[src/hw/phvc_pkg.sv]
/*
   Package of the hot swap and product information capability block:
   configuration offsets, field positions, capability codes, reset values
   and the transfer sequencer state encoding.
   Assumes configuration offsets are byte addresses of aligned dwords.
*/
`default_nettype none

package phvc_pkg;

   ////////////////////////////////////////////////////////////////////////
   // configuration offsets (byte addresses)
   localparam logic [7:0] OFS_INT_LINE_REG   = 8'h3C;
   localparam logic [7:0] OFS_HOTSWAP_CSR    = 8'hE4;
   localparam logic [7:0] OFS_PRODINFO_CAP   = 8'hE8;
   localparam logic [7:0] OFS_PRODINFO_DATA  = 8'hEC;

   ////////////////////////////////////////////////////////////////////////
   // field positions
   localparam int CAP_CODE_LSB       = 0;
   localparam int CAP_LINK_LSB       = 8;
   localparam int INT_LINE_LSB       = 0;
   localparam int HS_ENTRY_BIT       = 23;
   localparam int HS_REMOVAL_BIT     = 22;
   localparam int HS_PROG_LSB        = 20;
   localparam int HS_LED_BIT         = 19;
   localparam int HS_MASK_BIT        = 17;
   localparam int PD_ADDR_LSB        = 16;
   localparam int PD_FLAG_BIT        = 31;
   localparam int LANE_CODE          = 0;
   localparam int LANE_LINK          = 1;
   localparam int LANE_CTRL          = 2;
   localparam int LANE_TOP           = 3;

   ////////////////////////////////////////////////////////////////////////
   // constant field values and reset values
   localparam logic [7:0]  CAP_CODE_HOTSWAP  = 8'h06;
   localparam logic [7:0]  CAP_CODE_PRODINFO = 8'h03;
   localparam logic [7:0]  LINK_PRODINFO     = 8'hE8;
   localparam logic [7:0]  LINK_END          = 8'h00;
   localparam logic [1:0]  PROG_IFACE_CODE   = 2'b00;
   localparam logic [7:0]  RST_BYTE          = 8'h00;
   localparam logic [31:0] RST_WORD          = 32'h0000_0000;

   ////////////////////////////////////////////////////////////////////////
   // product information area
   localparam logic [8:0]  PD_RO_LIMIT       = 9'h040;
   localparam logic [8:0]  PD_AREA_LIMIT     = 9'h0C0;
   localparam int          WORD_BYTES        = 4;

   typedef enum logic [1:0]
   {
      PHVC_X_IDLE  = 2'b00,
      PHVC_X_ISSUE = 2'b01,
      PHVC_X_WAIT  = 2'b11,
      PHVC_X_STEP  = 2'b10
   } phvc_xstate_t;

endpackage : phvc_pkg

`default_nettype wire

[src/hw/phvc_capregs.sv]
/*
   Configuration-space capability registers of a primary or secondary PCI port:
   interrupt line field, hot swap control and status, product
   information capability and data register with EEPROM transfers.
   Assumes one configuration access port of this PCI port, an EEPROM
   byte controller outside, and misc control bits supplied as inputs.
*/
`default_nettype none

// Functional notes
// - eight-bit read/write interrupt line field, reset to zero
// - hot swap register exists only on the primary port
// - two-port parts enable one port as primary; single-port is primary
// - entry flag set by insertion event, reset 0, write 1 clears
// - removal flag set by extraction event, reset 0, write 1 clears
// - programming interface code reads 00, read only
// - led bit read/write, reset 0, one lights the led
// - mask bit read/write, reset 0, one masks the event signal
// - hot swap code 06; link E8 when enabled and EEPROM found
// - product information code 03, link 00 ends the list
// - product information only on primary; else reads zero, writes dropped
// - product information disabled whenever the hot swap link is zero
// - software clears complete flag; device reads EEPROM then sets flag
// - software sets flag after data; device writes EEPROM then clears
// - eight-bit EEPROM byte offset, reset 00, read/write
// - shared device: 192 bytes, first 64 read only; separate: 192 writable
// - data register reset 0, usable only when enabled, else reads 0
module phvc_capregs
   import phvc_pkg::*;
(
   input  wire logic        CLK,
   input  wire logic        RSTN,
   input  wire logic        PRIMARY_PORT_RESET,
   input  wire logic        DUAL_PORT_CONFIG,
   input  wire logic        PORT_PRIMARY_SELECT,
   input  wire logic        PRODUCT_INFO_ENABLE,
   input  wire logic        EEPROM_DETECTED,
   input  wire logic        SHARED_EEPROM,
   input  wire logic        BOARD_INSERTED,
   input  wire logic        BOARD_REMOVED,
   input  wire logic        CFG_REQ,
   input  wire logic        CFG_WE,
   input  wire logic [7:0]  CFG_ADDR,
   input  wire logic [3:0]  CFG_BE,
   input  wire logic [31:0] CFG_WDATA,
   output logic [31:0]      CFG_RDATA,
   output logic             CFG_ACK,
   output logic             HOTSWAP_EVENT_N,
   output logic             STATUS_LED,
   output logic             EE_REQ,
   output logic             EE_WRITE,
   output logic [7:0]       EE_ADDR,
   output logic [7:0]       EE_WDATA,
   input  wire logic [7:0]  EE_RDATA,
   input  wire logic        EE_DONE
);

   typedef struct packed
   {
      logic [7:0]  int_line;
      logic        board_entry_flag;
      logic        board_removal_flag;
      logic        status_led_on;
      logic        hotswap_signal_mask;
      logic [7:0]  product_info_addr;
      logic        eeprom_op_complete;
      logic [31:0] product_info_word;
      logic [31:0] rdata;
      logic        ack;
      logic        event_n;
      logic        led;
   } phvc_regs_t;

   phvc_regs_t r;
   phvc_regs_t next_r;

   ////////////////////////////////////////////////////////////////////////
   // helpers
   function automatic logic [7:0] merge_byte(input logic [7:0] old,
                                             input logic [31:0] wd,
                                             input logic [3:0] be,
                                             input int lane);
      merge_byte = be[lane] ? wd[lane*8 +: 8] : old;
   endfunction : merge_byte

   function automatic logic hit(input logic [7:0] a,
                                input logic [7:0] ofs);
      hit = (a[7:2] == ofs[7:2]);
   endfunction : hit

   ////////////////////////////////////////////////////////////////////////
   // port role, capability chain and transfer sequencer hookup
   logic        rst_n;
   logic        is_primary;
   logic        pd_on;
   logic [7:0]  hs_link;
   logic        wr_acc;
   logic        x_start;
   logic        x_write;
   logic [7:0]  x_base;
   logic        x_busy;
   logic        x_done;
   logic [31:0] x_rdata;

   assign rst_n      = RSTN && !PRIMARY_PORT_RESET;
   assign is_primary = !DUAL_PORT_CONFIG || PORT_PRIMARY_SELECT;
   assign hs_link    = (PRODUCT_INFO_ENABLE && EEPROM_DETECTED)
                       ? LINK_PRODINFO : LINK_END;
   assign pd_on      = is_primary && (hs_link != LINK_END);
   assign wr_acc     = CFG_REQ && CFG_WE;

   phvc_xfer #(
      .WORD_BYTES_P (WORD_BYTES)
   ) u_xfer (
      .clk        (CLK),
      .rst_n      (rst_n),
      .start      (x_start),
      .write      (x_write),
      .shared_rom (SHARED_EEPROM),
      .base       (x_base),
      .wdata      (r.product_info_word),
      .busy       (x_busy),
      .done       (x_done),
      .rdata      (x_rdata),
      .ee_req     (EE_REQ),
      .ee_write   (EE_WRITE),
      .ee_addr    (EE_ADDR),
      .ee_wdata   (EE_WDATA),
      .ee_rdata   (EE_RDATA),
      .ee_done    (EE_DONE)
   );

   ////////////////////////////////////////////////////////////////////////
   // next state
   logic [31:0] rd;

   always_comb
   begin
      next_r  = r;
      rd      = RST_WORD;
      x_start = 1'b0;
      x_write = r.eeprom_op_complete;
      x_base  = r.product_info_addr;
      next_r.ack = CFG_REQ;

      // register writes
      if (wr_acc && hit(CFG_ADDR, OFS_INT_LINE_REG))
      begin
         next_r.int_line = merge_byte(r.int_line, CFG_WDATA, CFG_BE,
                                      LANE_CODE);
      end
      if (wr_acc && is_primary && hit(CFG_ADDR, OFS_HOTSWAP_CSR))
      begin
         if (CFG_BE[LANE_CTRL])
         begin
            if (CFG_WDATA[HS_ENTRY_BIT])
            begin
               next_r.board_entry_flag = 1'b0;
            end
            if (CFG_WDATA[HS_REMOVAL_BIT])
            begin
               next_r.board_removal_flag = 1'b0;
            end
            next_r.status_led_on       = CFG_WDATA[HS_LED_BIT];
            next_r.hotswap_signal_mask = CFG_WDATA[HS_MASK_BIT];
         end
      end
      if (wr_acc && pd_on && !x_busy && hit(CFG_ADDR, OFS_PRODINFO_CAP))
      begin
         next_r.product_info_addr = merge_byte(r.product_info_addr,
                                   CFG_WDATA, CFG_BE, LANE_CTRL);
         if (CFG_BE[LANE_TOP])
         begin
            next_r.eeprom_op_complete = CFG_WDATA[PD_FLAG_BIT];
            x_start = 1'b1;
            x_write = CFG_WDATA[PD_FLAG_BIT];
            x_base  = next_r.product_info_addr;
         end
      end
      if (wr_acc && pd_on && !x_busy && hit(CFG_ADDR, OFS_PRODINFO_DATA))
      begin
         for (int i = 0; i < WORD_BYTES; i++)
         begin
            next_r.product_info_word[i*8 +: 8] =
               merge_byte(r.product_info_word[i*8 +: 8], CFG_WDATA,
                          CFG_BE, i);
         end
      end

      // hardware events win over software clears
      if (BOARD_INSERTED)
      begin
         next_r.board_entry_flag = 1'b1;
      end
      if (BOARD_REMOVED)
      begin
         next_r.board_removal_flag = 1'b1;
      end

      // transfer finished: flag turns over only now
      if (x_done)
      begin
         if (!r.eeprom_op_complete)
         begin
            next_r.product_info_word = x_rdata;
         end
         next_r.eeprom_op_complete = !r.eeprom_op_complete;
      end

      // read mux
      if (hit(CFG_ADDR, OFS_INT_LINE_REG))
      begin
         rd[INT_LINE_LSB +: 8] = r.int_line;
      end
      else if (hit(CFG_ADDR, OFS_HOTSWAP_CSR) && is_primary)
      begin
         rd[CAP_CODE_LSB +: 8]   = CAP_CODE_HOTSWAP;
         rd[CAP_LINK_LSB +: 8]   = hs_link;
         rd[HS_ENTRY_BIT]        = r.board_entry_flag;
         rd[HS_REMOVAL_BIT]      = r.board_removal_flag;
         rd[HS_PROG_LSB +: 2]    = PROG_IFACE_CODE;
         rd[HS_LED_BIT]          = r.status_led_on;
         rd[HS_MASK_BIT]         = r.hotswap_signal_mask;
      end
      else if (hit(CFG_ADDR, OFS_PRODINFO_CAP) && is_primary)
      begin
         rd[CAP_CODE_LSB +: 8]   = CAP_CODE_PRODINFO;
         rd[CAP_LINK_LSB +: 8]   = LINK_END;
         rd[PD_ADDR_LSB +: 8]    = r.product_info_addr;
         rd[PD_FLAG_BIT]         = r.eeprom_op_complete;
      end
      else if (hit(CFG_ADDR, OFS_PRODINFO_DATA) && pd_on)
      begin
         rd = r.product_info_word;
      end
      next_r.rdata = (CFG_REQ && !CFG_WE) ? rd : RST_WORD;

      // pins
      next_r.event_n = !((next_r.board_entry_flag ||
                          next_r.board_removal_flag) &&
                         !next_r.hotswap_signal_mask);
      next_r.led = next_r.status_led_on;
   end

   ////////////////////////////////////////////////////////////////////////
   // state register
   always_ff @(posedge CLK)
   begin
      if (!rst_n)
      begin
         r         <= '0;
         r.event_n <= 1'b1;
      end
      else
      begin
         r <= next_r;
      end
   end

   assign CFG_RDATA       = r.rdata;
   assign CFG_ACK         = r.ack;
   assign HOTSWAP_EVENT_N = r.event_n;
   assign STATUS_LED      = r.led;

endmodule : phvc_capregs

`default_nettype wire

[src/hw/phvc_xfer.sv]
/*
   Product information transfer sequencer: moves one data word between
   the block and the serial EEPROM controller one byte at a time.
   Assumes the controller takes a one-cycle ee_req and answers each
   byte with a one-cycle ee_done, any number of cycles later.
*/
`default_nettype none

module phvc_xfer
   import phvc_pkg::*;
#(
   parameter int WORD_BYTES_P = phvc_pkg::WORD_BYTES
)
(
   input  wire logic        clk,
   input  wire logic        rst_n,
   input  wire logic        start,
   input  wire logic        write,
   input  wire logic        shared_rom,
   input  wire logic [7:0]  base,
   input  wire logic [31:0] wdata,
   output logic             busy,
   output logic             done,
   output logic [31:0]      rdata,
   output logic             ee_req,
   output logic             ee_write,
   output logic [7:0]       ee_addr,
   output logic [7:0]       ee_wdata,
   input  wire logic [7:0]  ee_rdata,
   input  wire logic        ee_done
);

   typedef struct packed
   {
      phvc_xstate_t st;
      logic [1:0]   idx;
      logic [7:0]   base;
      logic [31:0]  data;
      logic         write;
      logic         shared;
      logic         done;
      logic         req;
      logic [7:0]   addr;
      logic [7:0]   wbyte;
   } phvc_xregs_t;

   phvc_xregs_t r;
   phvc_xregs_t next_r;

   ////////////////////////////////////////////////////////////////////////
   // area check: end of area, and read-only head in the shared device
   function automatic logic byte_ok(input logic [8:0] a,
                                    input logic       wr,
                                    input logic       shr);
      byte_ok = (a < PD_AREA_LIMIT) && (!wr || !shr || a >= PD_RO_LIMIT);
   endfunction : byte_ok

   logic [8:0] cur;

   always_comb
   begin
      cur    = {1'b0, r.base} + {7'b000_0000, r.idx};
      next_r = r;
      next_r.done = 1'b0;
      next_r.req  = 1'b0;
      case (r.st)
         PHVC_X_IDLE:
         begin
            if (start)
            begin
               next_r.write  = write;
               next_r.shared = shared_rom;
               next_r.base   = base;
               next_r.data   = write ? wdata : RST_WORD;
               next_r.idx    = 2'b00;
               next_r.st     = PHVC_X_ISSUE;
            end
         end
         PHVC_X_ISSUE:
         begin
            if (byte_ok(cur, r.write, r.shared))
            begin
               next_r.req   = 1'b1;
               next_r.addr  = cur[7:0];
               next_r.wbyte = r.data[{r.idx, 3'b000} +: 8];
               next_r.st    = PHVC_X_WAIT;
            end
            else
            begin
               next_r.st = PHVC_X_STEP;
            end
         end
         PHVC_X_WAIT:
         begin
            if (ee_done)
            begin
               if (!r.write)
               begin
                  next_r.data[{r.idx, 3'b000} +: 8] = ee_rdata;
               end
               next_r.st = PHVC_X_STEP;
            end
         end
         PHVC_X_STEP:
         begin
            if (32'(r.idx) == WORD_BYTES_P - 1)
            begin
               next_r.done = 1'b1;
               next_r.st   = PHVC_X_IDLE;
            end
            else
            begin
               next_r.idx = r.idx + 2'b01;
               next_r.st  = PHVC_X_ISSUE;
            end
         end
         default:
         begin
            next_r.st = PHVC_X_IDLE;
         end
      endcase
   end

   always_ff @(posedge clk)
   begin
      if (!rst_n)
      begin
         r <= '0;
      end
      else
      begin
         r <= next_r;
      end
   end

   assign busy     = (r.st != PHVC_X_IDLE) || r.done;
   assign done     = r.done;
   assign rdata    = r.data;
   assign ee_req   = r.req;
   assign ee_write = r.write;
   assign ee_addr  = r.addr;
   assign ee_wdata = r.wbyte;

endmodule : phvc_xfer

`default_nettype wire

[config.mk]
export PLATFORM = sky130hd
export DESIGN_NAME = phvc_capregs
export DESIGN_NICKNAME = d
export VERILOG_FILES = /design/src/hw/phvc_pkg.sv /design/src/hw/phvc_capregs.sv /design/src/hw/phvc_xfer.sv
export SDC_FILE = /design/constraint.sdc
export NUM_CORES = 1
export LEC_CHECK = 0
export BUFFER_PORTS_ARGS = -buffer_cell sky130_fd_sc_hd__buf_2
export CAP_MARGIN = 5
export CORE_ASPECT_RATIO = 0.9
export CORE_UTILIZATION = 61
export CTS_CLUSTER_DIAMETER = 30
export DETAILED_ROUTE_END_ITERATION = 16
export GPL_TIMING_DRIVEN = 0
export PLACE_DENSITY_LB_ADDON = 0.1
export SYNTH_ARGS = -nofsm -noshare
export SYNTH_HDL_FRONTEND = slang
export SYNTH_SLANG_ARGS = --single-unit
[constraint.sdc]
create_clock -name CLK -period 4.29 [get_ports CLK]
set_clock_uncertainty 0.15 [all_clocks]
set_input_delay 0.2145 -clock CLK [delete_from_list [all_inputs] [get_ports CLK]]
set_output_delay 0.2145 -clock CLK [all_outputs]
set_load 0.02 [all_outputs]
# Word level (Yosys, flattened, before mapping)

Index checks and enable logic that the tools add are counted.

Bitwise gates (word level): 3
Muxes and demuxes: 43
Equal/unequal tests: 12
Reduce and logical (&&, ||, !) cells: 50
$mul: 0
Shift-type cells: 3
$lt $le $gt $ge: 2
Divide/modulo/power cells: 0
$add $sub $neg: 3

Operators with widths:

| kind                                                                                 | count |
|---|---|
| 32-bit 2-to-1 mux                                                                    | 6 |
| 8-bit 2-to-1 mux                                                                     | 9 |
| 32-bit one-hot mux with 2 select lines                                               | 1 |
| 46-bit 2-to-1 mux                                                                    | 1 |
| 33-bit 2-to-1 mux                                                                    | 1 |
| 32-bit bitwise mux                                                                   | 1 |
| 8-bit by 7-bit variable shift with 32-bit output (first input constant)              | 1 |
| 32-bit by 6-bit variable part select with 8-bit output                               | 1 |
| 8-bit by 7-bit variable part select with 32-bit output                               | 1 |
| 24-bit 2-to-1 mux                                                                    | 1 |
| 6-bit equality test (second input constant)                                          | 3 |
| 1-bit logical AND                                                                    | 17 |
| 17-bit 2-to-1 mux                                                                    | 1 |
| 16-bit 2-to-1 mux                                                                    | 1 |
| 2-bit AND reduction                                                                  | 8 |
| 1-bit 2-to-1 mux                                                                     | 14 |
| 8-bit by 2-bit adder with 9-bit output                                               | 1 |
| 9-bit by 7-bit greater-or-equal comparator with 1-bit output (second input constant) | 1 |
| 1-bit zero test                                                                      | 9 |
| 9-bit by 8-bit less-than comparator with 1-bit output (second input constant)        | 1 |
| 4-bit 2-to-1 mux                                                                     | 2 |
| 2-bit one-hot mux with 4 select lines                                                | 1 |
| 2-bit nonzero test                                                                   | 4 |
| 8-bit nonzero test                                                                   | 1 |
| 18 further kinds                                                                     | 29 |

Flip-flop bits (word level): 151
Bits in latches: 0
Memories kept: 0
Output and inout port bits: 53
RAM bits: 0
Bits in read-only memories: 0
Word-level logic and storage cells: 140

# Depth between registers and ports, before layout

Depth after elaboration: 11
Mapped depth: 10

# By module

Synthesis repeated with hierarchy kept, for this count alone.

Cells, all modules: 834
Area, all modules: 7422.1 µm²

By module, submodules not included:

| module       | times used | cells an instance | area an instance (µm²) | seq. area each (µm²) |
|---|---|---|---|---|
| phvc_capregs | 1          | 443               | 3926.3                 | 1741.7 |
| phvc_xfer    | 1          | 391               | 3495.9                 | 1281.2 |

# Worst setup path after synthesis

OpenSTA, ideal clock, no wires.

Path type: register -> register
Start: reg u_xfer.r[61] in the netlist's numbering
End: reg u_xfer.r (netlist bit u_xfer.ee_wdata[0])
Arrival: 2.505 ns
Cell stages (with the launch flop): 11
Setup slack: 1.565 ns
Required time: 4.070 ns
Library setup time: 0.070 ns
Cell sequence: dfxtp_1 > clkbuf_1 > inv_1 > fa_1 > clkbuf_1 > nand3_1 > o22ai_1 > nor3_1 > clkbuf_1 > nand3_1 > a21oi_1

Word-level cells in the longest chain between the ends: 5

Ends and longest elaborated chain:

| what                                                         | line             | source |
|---|---|---|
| start, declared                                              | phvc_xfer.sv:47  | `phvc_xregs_t r;` |
| start signal, assigned                                       | phvc_xfer.sv:132 | `r <= next_r;` |
| 8-bit by 2-bit adder with 9-bit output                       | phvc_xfer.sv:62  | `cur = {1'b0, r.base} + {7'b000_0000, r.idx};` |
| 9-bit by 7-bit greater-or-equal comparator with 1-bit output | phvc_xfer.sv:55  | `byte_ok = (a < PD_AREA_LIMIT) && (!wr \|\| !shr \|\| a >= PD_RO_LIMIT);` |
| 1-bit logical OR                                             | phvc_xfer.sv:55  |  |
| 1-bit logical AND                                            | phvc_xfer.sv:55  |  |
| 2-bit AND reduction (no line)                                | -                |  |

Parallel ways exist; a longest one is shown, timed or not.
A chain may end at the register's enable or synchronous reset.

# Worst setup path in the final report

Start: reg u_xfer.r[61] in the netlist's numbering
End: reg u_xfer.r (netlist bit u_xfer.ee_wdata[1])

The elaborated chain is that of the path after synthesis.

==> impl_results.md <==
- Starting DRT DRC Count: 600
- Max-cap viol count: 0
- Worst Setup End Kind: flop
- Post-synth top cells: dfxtp_1 (151), o21ai_0 (78), nor2_1 (70)
- Post-synthesis cell area: 6970 um^2
- CP max stage cell: nor3_1
- Fin crit period: 3450 ps
- Clk sinks: between 150 and 200
- Clock Path Buffers: 2
- Multiplexer share of the synthesized area: between 10% and 20%
- Yosys top cell area share: 43.4%
- Fin Setup TNS: 0 ps
- 1st-pass router iterations: 5
- Synth Area in XOR/XNOR: less than 1%
- Share of power burned in registers: a little under half
- Cell leakage power: 3.74 nW
- Kind of cell adding the most delay to the critical path: buffers and inverters
- Cells after synthesis: roughly 750
- Net Sw Power: about 0.00065 W
- H-tree level count: 4
- Root Buffer: clkbuf_16
- Post-CTS sizing: 0
- Rows: 36
- Combinational Power Share: 4.7%
- RSZ-0062 raised after global routing: no
- CTS Hold Bufs: 36
- Worst setup path start: u_xfer.r[61]
- Setup slack after layout: about 840 ps
- Synth warn: 0
- DR vias: 6561
- Drt total wl: approximately 22 mm
- Worst Hold End: r[66]
- Register-to-register setup slack: roughly 840 ps
- Post-Synth Adder-Cell Area: under 10%
- Initial antenna violation count: 0
- Slew Limit Fails: 0
- Filler instances: 770
- I/O pins: around 120
- Most numerous cell in the Yosys netlist: dfxtp_1
- F_max: approximately 0.29 GHz
- Initial Util: a little under two thirds
- Die H: 103 um
- Asr flop ratio synth: 0%
- Register area share after synthesis: 43.4%
- CP max stage delay: 560 ps
- Syn_nets: 818
- Vias per inst: around 6.1
- Clock share of power: 48.5%
- Fin crit share: 80.4%
- Area leader, netlist: dfxtp_1
- Top_reg_cell synth: dfxtp_1
- Layout cell share with drive strength beyond 1: between 20% and 30%
- Placed Instances: around 1000
- Critical path startpoint category: flop
- Final setup viols: 0
- Drt wl/cell: approximately 20 um
- Status: complete, no violations
- Post-synth EDFFs: 0
- Path depth of the worst reg2reg path: 10
- Largest net degree at the start of global routing: 17
- Hold path start: CFG_WDATA[31]
- Clk slew on worst S/H paths: approximately 60 ps
- Total GRT Usage: 36.9%
- IO buf count: about 120
- Synth-to-layout area growth: 24.3%
- Core area: ~11000 um^2
- Switching Fraction: a little over a fifth
- Postcts setup bufs: 0
- Synth Area in Simple Gates: 13.9%
- CP arrival: about 3700 ps
- Antenna Cells: 0
- Max Fanout on Critical Path: 10
- GPL Wtd Cong: around 0.92
- Place WS: roughly 900 ps
- Largest family of logic cells by synthesized area: compound AO/OA/AOI/OAI gates
- Ranking of synthesized cells by area: dfxtp_1 (43%), mux2i_1 (8.3%), o21ai_0 (5.6%)
- Buf/Inv on CP: 4
- Die width: between 100 and 150 um
- Reg-to-Reg Start: u_xfer.r[61]
- Seq cells post-synth: 151
- Antenna Nets Post-Route: 0
- DRC: 0
- Peak supply drop: about 0.32 mV
- Post-synthesis compound-gate area fraction: approximately a fifth
- Design Power: ~0.0030 W
- Number of global-route vias before repair: around 6000
- P per Cell Area: 346 nW/um^2
- CTS tree: built
- Placed wire-length estimate: between 15 and 20 mm
- Critical R2R Capture: u_xfer.ee_wdata[1]
- Synth unique cells: 61
- Slew HR: 32.9%
- Crit-path cells: clkbuf_1 > inv_1 > fa_1 > clkbuf_1 > nand3_1 > o22ai_1 > nor3_1 > clkbuf_1 > nand3_1 > a21oi_1
- Final Hold Vio Count: 0
- Crit path required time: 4500 ps
- Layout Nets: 988
- Finished Layout Cells: between 1000 and 1500
- Worst-Skew Late Latency: roughly 430 ps
- Tightest Hold Check Type: in2reg
- Worst Hold Path Cells: 3
- TritonCTS Buffers: 17
- Worst slew pin tran: approximately 1000 ps
- Crit-path most repeated cell: clkbuf_1
- Total gr overflow: 0
- First-pass GRT wire length: ~32 mm
- Area of the die: approximately 12000 um^2
- Critical path type: reg2reg
- Synthesized area per cell: roughly 9.3 um^2
- Power Internal: ~0.0023 W
[cell usage in the layout (no fill, tap or decap), types with 4 or more instances in the layout]
master / Yosys / layout
dfxtp_1: 151 / 151
buf_2: 5 / 120
o21ai_0: 78 / 78
nor2_1: 70 / 70
a21oi_1: 67 / 67
mux2i_1: 58 / 58
buf_4: 48 / 48
clkbuf_1: 36 / 40
dlygate4sd3_1: 0 / 36
a221oi_1: 25 / 25
nand3_1: 20 / 20
nand2_1: 19 / 19
clkbuf_16: 0 / 17
and2_1: 16 / 16
a22oi_1: 15 / 15
nor2b_1: 9 / 9
a21o_1: 9 / 9
a22o_1: 8 / 8
mux4_2: 8 / 8
a211oi_1: 8 / 8
nand2b_1: 7 / 7
mux2_2: 6 / 6
ha_1: 6 / 6
inv_1: 5 / 5
and4_1: 5 / 5
buf_1: 5 / 5
nand3_2: 5 / 5
clkinv_2: 0 / 5
xnor2_1: 4 / 4
[worst min-delay path: cells and delay by family]
kind            cells  cell delay [ps]
compound gates      1              140
buf+inv             1              120
mux                 1               70
[power groups by stage]
stage	registers, W	logic, W	clock network [W]
final	0.00141	0.000140	0.00145
after global routing	0.00140	0.000148	0.00151
after CTS	0.00141	0.000134	0.00145
after detailed placement	0.00144	0.000108	0
after global placement	0.00144	0.000106	0
after floorplan	0.00144	0.0000420	0
[layer usage]
metal  vias to the layer above  track usage (%)  share of wire [%]
met5                         -                0                  0
met4                         0             16.5                3.7
met3                        68             11.2                9.7
met2                       367             59.2                 46
met1                      3112             46.3                 41
li1                       3014                -                  -
[how the worst max path moves through the flow]
| stage | cells past startpoint | slack (ps) | endpoint |
|---|---|---|---|
| floorplan | 10 | 1570 | u_xfer.ee_wdata[0] |
| global placement | 10 | 990 | u_xfer.ee_wdata[0] |
| detailed placement | 10 | 920 | u_xfer.ee_wdata[0] |
| CTS | 10 | 890 | u_xfer.ee_wdata[0] |
| global route | 10 | 580 | u_xfer.ee_wdata[0] |
| finish | 10 | 840 | u_xfer.ee_wdata[1] |
[state kept, by name (all words and copies together) (netlist names)]
signal,cells
u_xfer.ee_addr,8
r,52
u_xfer.rdata,32
u_xfer.r,13
u_xfer.ee_wdata,8
u_xfer.ee_write,1
HOTSWAP_EVENT_N,1
CFG_RDATA,32
u_xfer.ee_req,1
u_xfer.done,1
STATUS_LED,1
CFG_ACK,1
[area by class of cell]
| cell class | instances | area, um^2 | share of cell area (%) |
|---|---|---|---|
| tap | 152 | 190 | 2.19 |
| timing repair buffer | 151 | 936 | 10.8 |
| clock buffer | 23 | 468 | 5.40 |
| inverter | 5 | 18.8 | 0.217 |
| buffer | 98 | 588 | 6.79 |
| sequential | 151 | 3020 | 34.9 |
| multi-input combinational | 492 | 3340 | 38.6 |
| clock inverter | 9 | 100 | 1.16 |
[cells by family (layout without fill, tap and decap cells)]
kind of cell,Yosys count,in the layout
simple gates,180,180
buf+inv,103,286
compound gates,227,227
xor+xnor,6,6
fa+ha+maj,7,7
mux,72,72
flops,151,151
[through the flow]
stage	hold slack (ps)	utilization, %	instance area [um^2]
2_1_floorplan	186	-	6970
3_3_place_gp	281	70.4	7740
3_5_place_dp	304	70.4	7740
4_1_cts	4.08	78.8	8660
5_1_grt	28.8	78.8	8660
6_report	15.6	78.8	8660
Note: power is estimated with default switching activity, not from simulation.
